[config.mk]
export PLATFORM = sky130hd
export DESIGN_NAME = pss_protect_top
export DESIGN_NICKNAME = d
export VERILOG_FILES = /design/src/design/pss_soft_seq.v /design/src/design/pss_protect_top.v
export VERILOG_INCLUDE_DIRS = /design/src /design/src/shared
export SDC_FILE = /design/constraint.sdc
export NUM_CORES = 1
export LEC_CHECK = 0
export CAP_MARGIN = 40
export CORE_MARGIN = 10
export CORE_UTILIZATION = 55
export DETAILED_ROUTE_END_ITERATION = 7
export DONT_BUFFER_PORTS = 1
export PLACE_DENSITY = 0.7
export SLEW_MARGIN = 20
export SYNTH_ARGS = -nofsm -noshare
export SYNTH_HDL_FRONTEND = slang
export SYNTH_HIERARCHICAL = 1
export SYNTH_SLANG_ARGS = --single-unit
[constraint.sdc]
create_clock -name sys_clk -period 5.7 [get_ports sys_clk]
set_input_delay 0.57 -clock sys_clk [delete_from_list [all_inputs] [get_ports sys_clk]]
set_output_delay 0.57 -clock sys_clk [all_outputs]
set_load 0.02 [all_outputs]
[src/shared/pss_defs.vh]
`ifndef PSS_DEFS_VH
`define PSS_DEFS_VH

// ----------------------------------------
// Bus addressing
// ----------------------------------------
// Chip address on the serial bus, value is arbitrary
`define PSS_DEV_ADDR        7'h2c
// Control register subaddress and register file size
`define PSS_CTRL_SUB        8'h1a
`define PSS_REG_COUNT       32
`define PSS_REG_AW          5

// ----------------------------------------
// Control register fields and reset
// ----------------------------------------
`define PSS_CTRL_SOFT_POS   0
`define PSS_CTRL_STBY_POS   1
`define PSS_CTRL_RESET      8'h00

// ----------------------------------------
// Status byte returned on a bus read
// ----------------------------------------
`define PSS_STAT_SOFT_POS   0
`define PSS_STAT_PROT_POS   1
`define PSS_STAT_DIP_POS    2
`define PSS_STAT_GUARD_POS  3
`define PSS_STAT_LOAD_POS   4
`define PSS_STAT_DONE_POS   5

// ----------------------------------------
// Soft start timing
// ----------------------------------------
`define PSS_CLK_MHZ         100
`define PSS_STEP_TIME_US    10
`define PSS_STEP_CYCLES     (`PSS_STEP_TIME_US * `PSS_CLK_MHZ)
`define PSS_STEP_W          10
`define PSS_STAGE_W         3
`define PSS_STAGE_LAST      3'h6

`endif

[src/design/pss_soft_seq.v]
`timescale 1ns/10ps
`include "pss_defs.vh"

// Steps the outputs on one stage at a time after a start request;
// any loss of the request drops every stage at once.
module pss_soft_seq
(
    // Clock and reset
    input  wire                      sys_clk,
    input  wire                      reset_n,
    // Request and progress
    input  wire                      runRequest,
    output reg  [`PSS_STAGE_W-1:0]   stage,
    output wire                      seqDone
);

    reg [`PSS_STEP_W-1:0] stepCount;

    // Last count of a step, cut to the counter width on purpose
    localparam [31:0] STEP_LAST = `PSS_STEP_CYCLES - 1;

    assign seqDone = (stage == `PSS_STAGE_LAST);

    // ----------------------------------------
    // Stage counter
    // ----------------------------------------
    // ordered enabling steps
    always @(posedge sys_clk or negedge reset_n)
    begin
        if (!reset_n)
        begin
            stage     <= 3'h0;
            stepCount <= 10'h000;
        end
        else if (!runRequest)
        begin
            // Shutdown is immediate: protection never waits on a step
            stage     <= 3'h0;
            stepCount <= 10'h000;
        end
        else if (!seqDone)
        begin
            if (stepCount == STEP_LAST[`PSS_STEP_W-1:0])
            begin
                stepCount <= 10'h000;
                stage     <= stage + 3'h1;
            end
            else
            begin
                stepCount <= stepCount + 10'h001;
            end
        end
    end

endmodule // pss_soft_seq

[src/design/pss_protect_top.v]
`timescale 1ns/10ps
`include "pss_defs.vh"

// What the document asks of this block and its bus master
// Outputs off until supply and first write
// Below threshold: standby, no acknowledge
// Low supply clears the soft start bit
// Above threshold all registers are loadable (block takes only 1AH data until soft start is set with standby clear)
// Setting soft start releases the outputs
// Dip during running: protection, unlock floats
// Pulled phase-loop pin holds protection
// Dip recovery: reload, then I2C or supply
// Low supply recovery: reload plus I2C start
// Protection floats the horizontal drive
// Protection floats the B+ drive
// Protection floats the unlock flag
// Protection forces continuous blanking
// Protection floats both vertical outputs
// Protection discharges the phase-loop capacitor
// Soft start enables outputs in order
// Standby acknowledges data only at 1AH
// Control register holds standby, soft start
// Standby: ack address, subaddress, not data
// Master probes standby via 0XH writes
// Master's first write goes to 1AH
// Analog detector inputs are synchronised first
module pss_protect_top
(
    // Clock and reset
    input  wire sys_clk,
    input  wire reset_n,
    // Analog detector indications
    input  wire supplyAbove83,
    input  wire supplyAbove81,
    input  wire overvoltageGuardInput,
    input  wire phaseLoopFilterPin,
    input  wire pllUnlock,
    // Serial bus pins
    input  wire scl,
    input  wire sdaIn,
    output wire sdaOut,
    output reg  sdaOe,
    // Gated outputs, enable high means driven
    output reg  horizontalDriveOutEn,
    output reg  bplusDriveOutEn,
    output reg  verticalOutAEn,
    output reg  verticalOutBEn,
    output wire syncUnlockFlagOut,
    output reg  syncUnlockFlagOe,
    output reg  clampBlankForce,
    output reg  phaseLoopDischarge
);

    // ----------------------------------------
    // Input synchronisers
    // ----------------------------------------
    localparam NSYNC = 7;
    wire [NSYNC-1:0] rawIn = {sdaIn, scl, pllUnlock, phaseLoopFilterPin,
                              overvoltageGuardInput, supplyAbove81, supplyAbove83};
    reg  [NSYNC-1:0] syncA;
    reg  [NSYNC-1:0] syncB;

    // two-stage synchronisers
    genvar gi;
    generate
        for (gi = 0; gi < NSYNC; gi = gi + 1)
        begin : g_sync
            always @(posedge sys_clk or negedge reset_n)
            begin
                if (!reset_n)
                begin
                    syncA[gi] <= 1'b0;
                    syncB[gi] <= 1'b0;
                end
                else
                begin
                    syncA[gi] <= rawIn[gi];
                    syncB[gi] <= syncA[gi];
                end
            end
        end
    endgenerate

    wire ok83     = syncB[0];
    wire ok81     = syncB[1];
    wire guardHit = syncB[2];
    wire pinHigh  = syncB[3];
    wire unlockIn = syncB[4];
    wire sclS     = syncB[5];
    wire sdaS     = syncB[6];

    // ----------------------------------------
    // Bus edge and condition detection
    // ----------------------------------------
    reg  sclD;
    reg  sdaD;
    wire sclRise = sclS & ~sclD;
    wire sclFall = ~sclS & sclD;
    wire startCond = sclS & sclD & sdaD & ~sdaS;
    wire stopCond  = sclS & sclD & ~sdaD & sdaS;

    always @(posedge sys_clk or negedge reset_n)
    begin
        if (!reset_n)
        begin
            sclD <= 1'b1;
            sdaD <= 1'b1;
        end
        else
        begin
            sclD <= sclS;
            sdaD <= sdaS;
        end
    end

    // ----------------------------------------
    // Control and protection state
    // ----------------------------------------
    reg  softStartBit;
    reg  standbyBit;
    reg  regsLoaded;
    reg  dipLatched;
    reg  guardLatched;
    reg  autoRestart;
    reg  ok81D;
    reg  runSeen;
    wire [`PSS_STAGE_W-1:0] stage;
    localparam [7:0] CTRL_RST = `PSS_CTRL_RESET;
    wire seqDone;

    // Normal registers accept data only in this state
    wire deviceActive = softStartBit & ~standbyBit & ok83;
    wire running      = deviceActive & seqDone;
    wire dipEvent     = ok81D & ~ok81 & runSeen;
    // pulled loop pin forces protection
    wire protActive   = ~ok83 | dipLatched | guardLatched | ~pinHigh;
    wire runRequest   = deviceActive & regsLoaded & ~protActive;

    // Register file written from the bus
    reg  [7:0] regFile [0:`PSS_REG_COUNT-1];
    wire       dataWrite;
    wire       ctrlWrite;
    reg  [7:0] subAddr;
    reg  [7:0] shiftReg;

    // The upper threshold always falls first, so a run is remembered
    // through the sag until the lower one falls or supply comes back
    always @(posedge sys_clk or negedge reset_n)
    begin
        if (!reset_n)
        begin
            ok81D   <= 1'b0;
            runSeen <= 1'b0;
        end
        else
        begin
            ok81D   <= ok81;
            runSeen <= (running | (runSeen & ~ok83)) & ~dipEvent;
        end
    end

    // low supply clears soft start
    always @(posedge sys_clk or negedge reset_n)
    begin
        if (!reset_n)
        begin
            softStartBit <= CTRL_RST[`PSS_CTRL_SOFT_POS];
            standbyBit   <= CTRL_RST[`PSS_CTRL_STBY_POS];
        end
        else if (!ok83 || dipEvent || guardHit)
        begin
            softStartBit <= 1'b0;
        end
        // control register fields
        else if (ctrlWrite)
        begin
            softStartBit <= shiftReg[`PSS_CTRL_SOFT_POS];
            standbyBit   <= shiftReg[`PSS_CTRL_STBY_POS];
        end
        // restart on returning supply
        else if (autoRestart)
        begin
            softStartBit <= 1'b1;
        end
    end

    // first write arms outputs
    // low supply, dip or guard trip demands reload
    always @(posedge sys_clk or negedge reset_n)
    begin
        if (!reset_n)
            regsLoaded <= 1'b0;
        else if (!ok83 || dipEvent || guardHit)
            regsLoaded <= 1'b0;
        else if (dataWrite)
            regsLoaded <= 1'b1;
    end

    // dip latch, cleared by soft start
    always @(posedge sys_clk or negedge reset_n)
    begin
        if (!reset_n)
        begin
            dipLatched   <= 1'b0;
            guardLatched <= 1'b0;
            autoRestart  <= 1'b0;
        end
        else
        begin
            // Hardware set wins over a clearing write
            if (dipEvent)
                dipLatched <= 1'b1;
            // Either soft start path ends the dip protection
            else if ((ctrlWrite && shiftReg[`PSS_CTRL_SOFT_POS]) || (autoRestart && ok83))
                dipLatched <= 1'b0;
            if (guardHit)
                guardLatched <= 1'b1;
            else if (ctrlWrite && shiftReg[`PSS_CTRL_SOFT_POS])
                guardLatched <= 1'b0;
            // Supply return restarts only after a dip
            if (dipEvent)
                autoRestart <= 1'b1;
            else if (ctrlWrite || guardHit || (autoRestart && ok83))
                autoRestart <= 1'b0;
        end
    end

    pss_soft_seq u_seq
    (
        .sys_clk    (sys_clk),
        .reset_n    (reset_n),
        .runRequest (runRequest),
        .stage      (stage),
        .seqDone    (seqDone)
    );

    // ----------------------------------------
    // Output gating
    // ----------------------------------------
    // outputs follow the started sequence
    always @(posedge sys_clk or negedge reset_n)
    begin
        if (!reset_n)
        begin
            phaseLoopDischarge   <= 1'b1;
            verticalOutAEn       <= 1'b0;
            verticalOutBEn       <= 1'b0;
            horizontalDriveOutEn <= 1'b0;
            bplusDriveOutEn      <= 1'b0;
            syncUnlockFlagOe     <= 1'b0;
            clampBlankForce      <= 1'b1;
        end
        else
        begin
            // discharge the filter capacitor
            phaseLoopDischarge   <= (stage < 3'h1);
            // vertical outputs float
            verticalOutAEn       <= (stage >= 3'h2);
            verticalOutBEn       <= (stage >= 3'h2);
            // horizontal drive floats
            horizontalDriveOutEn <= (stage >= 3'h3);
            // B+ drive floats
            bplusDriveOutEn      <= (stage >= 3'h4);
            // unlock flag released high
            syncUnlockFlagOe     <= (stage >= 3'h5) & ~unlockIn;
            // continuous blanking level
            clampBlankForce      <= (stage < `PSS_STAGE_LAST);
        end
    end

    // Open-drain flag only ever pulls low
    assign syncUnlockFlagOut = 1'b0;
    assign sdaOut            = 1'b0;

    // ----------------------------------------
    // Serial bus slave
    // ----------------------------------------
    localparam ST_IDLE = 3'h0;
    localparam ST_ADDR = 3'h1;
    localparam ST_SUB  = 3'h2;
    localparam ST_DATA = 3'h3;
    localparam ST_RD   = 3'h4;
    localparam ST_RACK = 3'h5;

    reg  [2:0] state;
    reg  [3:0] bitCnt;
    reg        inAck;
    reg        ackGiven;
    reg        storeData;
    reg  [7:0] readByte;
    wire [7:0] statusByte;

    assign statusByte = {2'h0, seqDone, regsLoaded, guardLatched, dipLatched,
                         protActive, softStartBit};
    assign ctrlWrite  = storeData & (subAddr == `PSS_CTRL_SUB);
    assign dataWrite  = storeData;

    // no acknowledge at low supply
    // standby acknowledges control data only
    // address and subaddress acknowledged
    wire ackNow = (state == ST_ADDR) ? (shiftReg[7:1] == `PSS_DEV_ADDR) & ok83 :
                  (state == ST_SUB)  ? ok83 :
                  (state == ST_DATA) ? ok83 & (deviceActive | subAddr == `PSS_CTRL_SUB) :
                  1'b0;

    always @(posedge sys_clk or negedge reset_n)
    begin
        if (!reset_n)
        begin
            state     <= ST_IDLE;
            bitCnt    <= 4'h0;
            inAck     <= 1'b0;
            ackGiven  <= 1'b0;
            sdaOe     <= 1'b0;
            storeData <= 1'b0;
            shiftReg  <= 8'h00;
            subAddr   <= 8'h00;
            readByte  <= 8'h00;
        end
        else
        begin
            storeData <= 1'b0;
            if (startCond)
            begin
                state  <= ST_ADDR;
                bitCnt <= 4'h0;
                inAck  <= 1'b0;
                sdaOe  <= 1'b0;
            end
            else if (stopCond)
            begin
                state <= ST_IDLE;
                inAck <= 1'b0;
                sdaOe <= 1'b0;
            end
            else if (sclRise && state != ST_IDLE)
            begin
                if (state == ST_RACK)
                    state <= sdaS ? ST_IDLE : ST_RD;
                else if (!inAck && bitCnt < 4'h8)
                begin
                    shiftReg <= {shiftReg[6:0], sdaS};
                    bitCnt   <= bitCnt + 4'h1;
                end
            end
            else if (sclFall && state != ST_IDLE)
            begin
                case (state)
                    ST_ADDR, ST_SUB, ST_DATA:
                    begin
                        if (inAck)
                        begin
                            // End of acknowledge slot
                            inAck  <= 1'b0;
                            sdaOe  <= 1'b0;
                            bitCnt <= 4'h0;
                            if (!ackGiven)
                                state <= ST_IDLE;
                            else if (state == ST_ADDR && shiftReg[0])
                            begin
                                state    <= ST_RD;
                                readByte <= statusByte;
                                sdaOe    <= ~statusByte[7];
                                bitCnt   <= 4'h1;
                            end
                            else if (state == ST_ADDR)
                                state <= ST_SUB;
                            else
                                state <= ST_DATA;
                        end
                        else if (bitCnt == 4'h8)
                        begin
                            inAck    <= 1'b1;
                            ackGiven <= ackNow;
                            sdaOe    <= ackNow;
                            if (state == ST_SUB)
                                subAddr <= shiftReg;
                            // data stored when acknowledged
                            if (state == ST_DATA && ackNow)
                                storeData <= 1'b1;
                        end
                    end
                    ST_RD:
                    begin
                        if (bitCnt == 4'h8)
                        begin
                            sdaOe <= 1'b0;
                            state <= ST_RACK;
                        end
                        else
                        begin
                            sdaOe  <= ~readByte[3'h7 - bitCnt[2:0]];
                            bitCnt <= bitCnt + 4'h1;
                        end
                    end
                    ST_RACK:
                    begin
                        sdaOe    <= ~readByte[7];
                        bitCnt   <= 4'h1;
                        readByte <= statusByte;
                    end
                    default:
                    begin
                        state <= ST_IDLE;
                        sdaOe <= 1'b0;
                    end
                endcase
            end
        end
    end

    // Register file store, control register mirrored too
    always @(posedge sys_clk)
    begin
        if (storeData)
            regFile[subAddr[`PSS_REG_AW-1:0]] <= shiftReg;
    end

endmodule // pss_protect_top

==> results of run 1 <==
## power groups by stage
stage          sequential (mW)  combinational (mW)  clock (mW)
2_1_floorplan            0.666               0.242           0
3_3_place_gp             0.715               0.259           0
3_5_place_dp             0.717               0.259           0
4_1_cts                  0.707               0.273       0.527
5_1_grt                  0.724               0.305       0.549
6_report                 0.709               0.275       0.519
## repair_timing
item,4_1_cts,5_1_grt
setup buffers,0,0
hold buffers,1,0
hold endpoints to repair,72,0
## final timing paths
kind / startpoint / end / slack, ns / cells past startpoint
setup / recovery: state[0] / subAddr[1] / 3.10 / 5
hold / removal: reset_n / phaseLoopDischarge / 0.05 / 0
setup reg to reg: state[0] / subAddr[1] / 3.10 / 5
hold reg to reg: syncA[4] / unlockIn / 0.35 / 0
max in group asynchronous: reset_n / subAddr[0] / 5.31 / 1
min in group sys_clk: phaseLoopFilterPin / syncA[3] / 0.24 / 0
## area by class of cell
cell class	instances	area, um^2
tap	77	96.3
inverter	8	30.0
clock buffer	9	124
timing repair buffer	1	27.5
sequential	76	1910
clock inverter	7	128
multi-input combinational	203	1510
fill	498	2450
## metal layers
| layer | routed length, um | share of wire, % | global-route usage, % | vias to the layer above |
|---|---|---|---|---|
| met5 | 0 | 0 | 0 | - |
| met4 | 116 | 1.8 | 6.17 | 0 |
| met3 | 310 | 4.7 | 3.71 | 10 |
| met2 | 2900 | 44 | 18.9 | 68 |
| met1 | 3230 | 49 | 19.1 | 1127 |
| li1 | - | - | - | 1072 |
## sequential cells by signal, summed over array words and instances (netlist names), 3 cells and up
register / flops
bitCnt: 4
readByte: 6
shiftReg: 8
state: 3
subAddr: 8
syncA: 7
u_seq/stage: 3
u_seq/stepCount: 10
## critical path: cells and delay by family (launching register included)
| family | cells | cell delay (ns) |
|---|---|---|
| and+or+nand+nor | 4 | 1.48 |
| DFF | 1 | 0.59 |
| muxes | 1 | 0.41 |
## cells by family (layout without fill, tap and decap cells)
| kind of cell | Yosys count | after routing | share of synthesized area (%) |
|---|---|---|---|
| buf+inv | 18 | 25 | 2.47 |
| flops | 76 | 76 | 54.5 |
| simple gates | 117 | 117 | 21.0 |
| mux | 29 | 29 | 9.58 |
| xor+xnor | 9 | 9 | 2.25 |
| compound gates | 41 | 41 | 8.36 |
| fa+ha+maj | 5 | 5 | 1.79 |
| other cells | 1 | 2 | 0.107 |
## stage by stage
| step | utilization (%) | hold WS, ns | std cells | total power, mW |
|---|---|---|---|---|
| after floorplan | - | 0.274 | 297 | 0.908 |
| after global placement | 56.5 | 0.278 | 364 | 0.974 |
| after detailed placement | 56.5 | 0.278 | 364 | 0.976 |
| after CTS | 60.9 | 0.0310 | 381 | 1.51 |
| after global routing | 60.9 | 0.0276 | 381 | 1.58 |
| final | 60.9 | 0.0522 | 381 | 1.50 |
## cell usage after synthesis, drive strengths merged (3+ instances only)
master  count
o21ai       8
nor4b       3
nor3        9
a21o        3
mux2       26
inv         8
clkbuf      6
dfstp       4
nand3      11
ha          5
nor2b       4
xnor2       9
nand3b      3
dfrtp      72
nor4bb      4
nor3b       6
or3         4
nand2b      7
or4         3
buf         4
and2        3
nor4        6
a21oi       9
nand2      19
nor2       23
==> metrics.cfg, run 1 <==
[logic_synthesis]
syn-cell-area_um2 = 3500
ys_warn_count = 6
synth_area_leader_cell = dfrtp_1
synth_edf_count = 0
postSynthCellCount = 296
async_flop_share_pct = 100
yosys.cell_types.count = 61
synth_ff_type = dfrtp_1
ys_top_cells_by_area = dfrtp_1, mux2_2, dfstp_2
yosysTopAreaCellShare_pct = 51.5
ys_seq_area_share_pct = 54.5
avgSynthCellArea_um2 = 11.8
yosys_register_bits = 76

[detailed_routing]
routed_via_density = 5.98
ant_nets = 0
first_iter_violations = 230
wl_um = 6560
via_count = 2277
wire_per_inst_um = 17.2
drc = 0
dr.pass1.iters = 5

[clock_tree]
cts-root-buf = clkbuf_8
cts.clk_slew.worst_paths_ns = 0.09
cts_buffers = 9
clock-sinks = 76
cts_tree = done
cts_resized = 0
clkLatencyLatePin_ns = 0.36
cts_max_path_buffers = 2
cts_htree_levels = 3

[global_route]
track_usage_pct = 13.5
grt_overflow = 0
grt_pass1_wl_um = 10900
grt_pass1_vias = 2181
antenna_found_initial = 0
grt_max_degree = 73

[setup_path]
critPathRequiredTime_ns = 5.93
end_kind = register
cpPeakStageDelay_ns = 0.59
worstPathArrival_ns = 2.83
crit_fanout = 15
crit_path_top_delay_cell = dfrtp_1
path_cells = nor3_4, nor2_1, or4_4, nor4_4, mux2_2
start_kind = register
critPathKind = register to register

[flow_run]
maxCapViolations = 0

[timing]
fmax_ghz = 0.385
finalClockSkew_ns = 0.0139
worst_pin_slew_ns = 0.600
tns_ns = 0
timing.final.ws_setup_ns = 3.10
report.final.hold_viol_count = 0
rsz0062_at_grt = no
slew_headroom_pct = 59.7
setup_violations = 0
period_share_pct = 45.6
fin_crit_ns = 2.60
slew_viol_final = 0

[pwr]
power_frac_clock_pct = 34.6
irDropWorstVdd_mv = 0.304
power_density_nw_per_um2 = 393
power_switching_uw = 465
pwr-share-seq_pct = 47.2
swShare_pct = 31.0
p_int_mw = 1.04
leakagePower_nw = 1.64
pwr-share-comb_pct = 18.3

[finish]
design_area_um2 = 3820
diodes = 0
syn_to_final_growth_pct = 9.22
layout-drive-gt1-share_pct = 20.7
layout_commonest_cell = dfrtp_1
finalNetCount = 313
mostFrequentLayoutCells = dfrtp_1, mux2_2, nor2_1, nand2_1, nand3_1

[die]
core_um2 = 6280
io_pins = 19
dieArea_um2 = 9960
core.rowCount = 29
die_width_um = 99.8
start_util_pct = 55.8
die_y_um = 99.8

[placed_design]
placed_area_um2 = 3540
place_ws_ns = 3.14
dpl.hpwl_um = 4440
io_buffer_count = 0
routabilityCongestion = 0.874

[status]
outcome = completed

[min_path]
hold_class = primary input to asynchronous set/reset pin

(Power assumes the default switching activity.)
==> run 2, diff against run 1 <==
- clock period: 5.7 -> 2.4 ns (I/O delays scaled with it)
==> run 2 against run 1 <==
  * Design area grew 2.8%
  * Global-route usage grew 0.67 points
  * Die area is the same
  * First-iteration DRC count shrank 13%
  * Sequential cell count is the same
  * Sequential power grew 130%
  * Sequential share of layout area shrank 1.3 points
  * Total power grew 130%
  * Register-to-register slack lost 3.0 ns
  * Combinational power grew to 3.0 times the previous value
  * Core utilization grew 1.7 points
  * Hold slack gained 0.30 ns
  * Largest cell class unchanged
  * Highest routed layer unchanged
==> metrics.cfg, run 2 (same netlist as run 1, synthesis figures left out) <==
[status]
outcome = completed

[timing]
setup_violations = 0  ; unchanged
slew_viol_final = 0  ; unchanged
worst_pin_slew_ns = 0.583  ; -0.0175 ns
fin_crit_ns = 2.26  ; -0.338 ns
finalClockSkew_ns = 0.0100  ; -0.00387 ns
fmax_ghz = 0.442  ; +15%
slew_headroom_pct = 60.6  ; +0.92 points
period_share_pct = 94.2  ; +49 points
rsz0062_at_grt = no
tns_ns = 0  ; unchanged
report.final.hold_viol_count = 0  ; unchanged

[clock_tree]
cts.clk_slew.worst_paths_ns = 0.09  ; about the same
clkLatencyLatePin_ns = 0.35  ; about the same
clock-sinks = 76  ; unchanged
cts-root-buf = clkbuf_8
cts_buffers = 9  ; unchanged
cts_tree = done
cts_htree_levels = 3  ; unchanged
cts_resized = 0  ; unchanged
cts_max_path_buffers = 2  ; unchanged

[die]
dieArea_um2 = 9960  ; unchanged
start_util_pct = 55.8  ; unchanged
core.rowCount = 29  ; unchanged
die_y_um = 99.8  ; unchanged
core_um2 = 6280  ; unchanged
io_pins = 19  ; unchanged
die_width_um = 99.8  ; unchanged

[setup_path]
crit_fanout = 8  ; -7
cp_num_buf_inv = 1  ; +1
critPathKind = register to register
cp.depth = 6  ; +1
critPathRequiredTime_ns = 2.63  ; -3.30 ns
path_cells = nand2b_1, nor2_1, or4_4, nor4_4, buf_4, mux2_2
startpoint = sclD
reg2reg_depth = 6  ; +1
start_kind = register
reg2reg_from = sclD
critical-path-top-delay-family = simple AND/OR/NAND/NOR gates
r2r-end = subAddr[2]
end_kind = register
crit_path_top_delay_cell = dfstp_2
worstPathArrival_ns = 2.49  ; -0.34 ns
reg2reg_slack_ns = 0.14  ; -2.96 ns
endpoint = subAddr[2]
cpPeakStageDelay_ns = 0.60  ; about the same

[pwr]
power_density_nw_per_um2 = 880  ; +120%
power_mw = 3.46  ; +130%
leakagePower_nw = 1.70  ; +3.2%
irDropWorstVdd_mv = 0.593  ; +95%

[global_route]
grt_max_degree = 77  ; +5.5%
grt_overflow = 0  ; unchanged
antenna_found_initial = 0  ; unchanged
grt_pass1_vias = 2371  ; +8.7%
grt_pass1_wl_um = 11600  ; +6.3%
track_usage_pct = 14.2  ; +0.67 points

[finish]
top_register = u_seq/stepCount
finalNetCount = 329  ; +5.1%
layout_commonest_cell = dfrtp_1
mostFrequentLayoutCells = dfrtp_1, mux2_2, nor2_1, nand2_1, nand3_1
syn_to_final_growth_pct = 12.3
nFillCells = 485  ; -2.6%
layout-drive-gt1-share_pct = 22.2  ; +1.5 points
diodes = 0  ; unchanged
top_regs = u_seq/stepCount: 10 flops, shiftReg: 8 flops, subAddr: 8 flops
largest_reg_flops = 10  ; unchanged

[detailed_routing]
routed_via_density = 5.90  ; -1.3%
drc = 0  ; unchanged
first_iter_violations = 201  ; -13%
via_count = 2341  ; +2.8%
dr.pass1.iters = 4  ; -1
ant_nets = 0  ; unchanged
wire_per_inst_um = 16.6  ; -3.6%
wl_um = 6590  ; +0.46%

[placed_design]
routabilityCongestion = 0.874  ; about the same
io_buffer_count = 0  ; unchanged
dpl.hpwl_um = 4350  ; -2.2%

[min_path]
hold_class = register to register

[flow_run]
maxCapViolations = 0  ; unchanged

[run 2: changes by cell type in the layout (fill, tap and decap cells not counted), moves of 2 or more]
cell / change
buf_4: +8
inv_6: -2
dlygate4sd3_1: +8
bufinv_16: -2
[run 2: worst min path at each step]
stage	from	end	slack, ns	cells past startpoint
5_1_grt	syncA[2]	guardHit	0.36	0
3_3_place_gp	reset_n	sclS	-0.05	0
2_1_floorplan	reset_n	ackGiven	-0.06	0
6_report	syncA[1]	ok81	0.36	0
3_5_place_dp	reset_n	sclS	-0.05	0
4_1_cts	syncA[1]	ok81	0.36	0
[run 2: report_power, final]
| group | total [mW] | switching, mW | leakage [nW] | internal (mW) |
|---|---|---|---|---|
| sequential | 1.60 | 0.169 | 0.983 | 1.43 |
| combinational | 0.812 | 0.428 | 0.606 | 0.384 |
| clock | 1.05 | 0.537 | 0.107 | 0.509 |
| total | 3.46 | 1.13 | 1.70 | 2.32 |
[run 2: worst register-to-register path, cell delays in order (launching register included)]
cell and delay, ns:
dfstp_2 0.60, nand2b_1 0.17, nor2_1 0.10, or4_4 0.52
nor4_4 0.21, buf_4 0.20, mux2_2 0.35
[run 2: through the flow]
| step | setup slack (ns) | cell area (um^2) | utilization, % | instances | hold WS [ns] |
|---|---|---|---|---|---|
| 2_1_floorplan | 0.207 | 3500 | - | 297 | -0.0556 |
| 3_3_place_gp | 0.216 | 3600 | 57.4 | 372 | -0.0514 |
| 3_5_place_dp | 0.187 | 3600 | 57.4 | 372 | -0.0516 |
| 4_1_cts | 0.141 | 3930 | 62.6 | 397 | 0.357 |
| 5_1_grt | 0.0441 | 3930 | 62.6 | 397 | 0.362 |
| 6_report | 0.139 | 3930 | 62.6 | 397 | 0.356 |
[run 2: routing by layer]
layer	global-route usage, %	share of wire [%]	up-vias	wire length (um)
met5	0	0	-	0
met2	21.0	47	63	3070
li1	-	-	1104	-
met4	5.62	1.7	0	110
met1	19.4	47	1163	3110
met3	3.85	4.6	11	304
[run 2: what timing repair did]
action                                  CTS  global route
endpoints found under the hold margin    83             0
endpoints found under the setup margin    0             0
hold buffers                              9             0
buffers inserted                          0             0
[run 2: area by class of cell]
class / count / area (um^2) / area share, %
clock buffers: 9 / 124 / 3.15
inverters: 8 / 30.0 / 0.764
multi-input cells: 203 / 1510 / 38.5
repair buffers: 17 / 168 / 4.27
clock inverters: 7 / 93.8 / 2.39
flip-flops and latches: 76 / 1910 / 48.5
well taps: 77 / 96.3 / 2.45
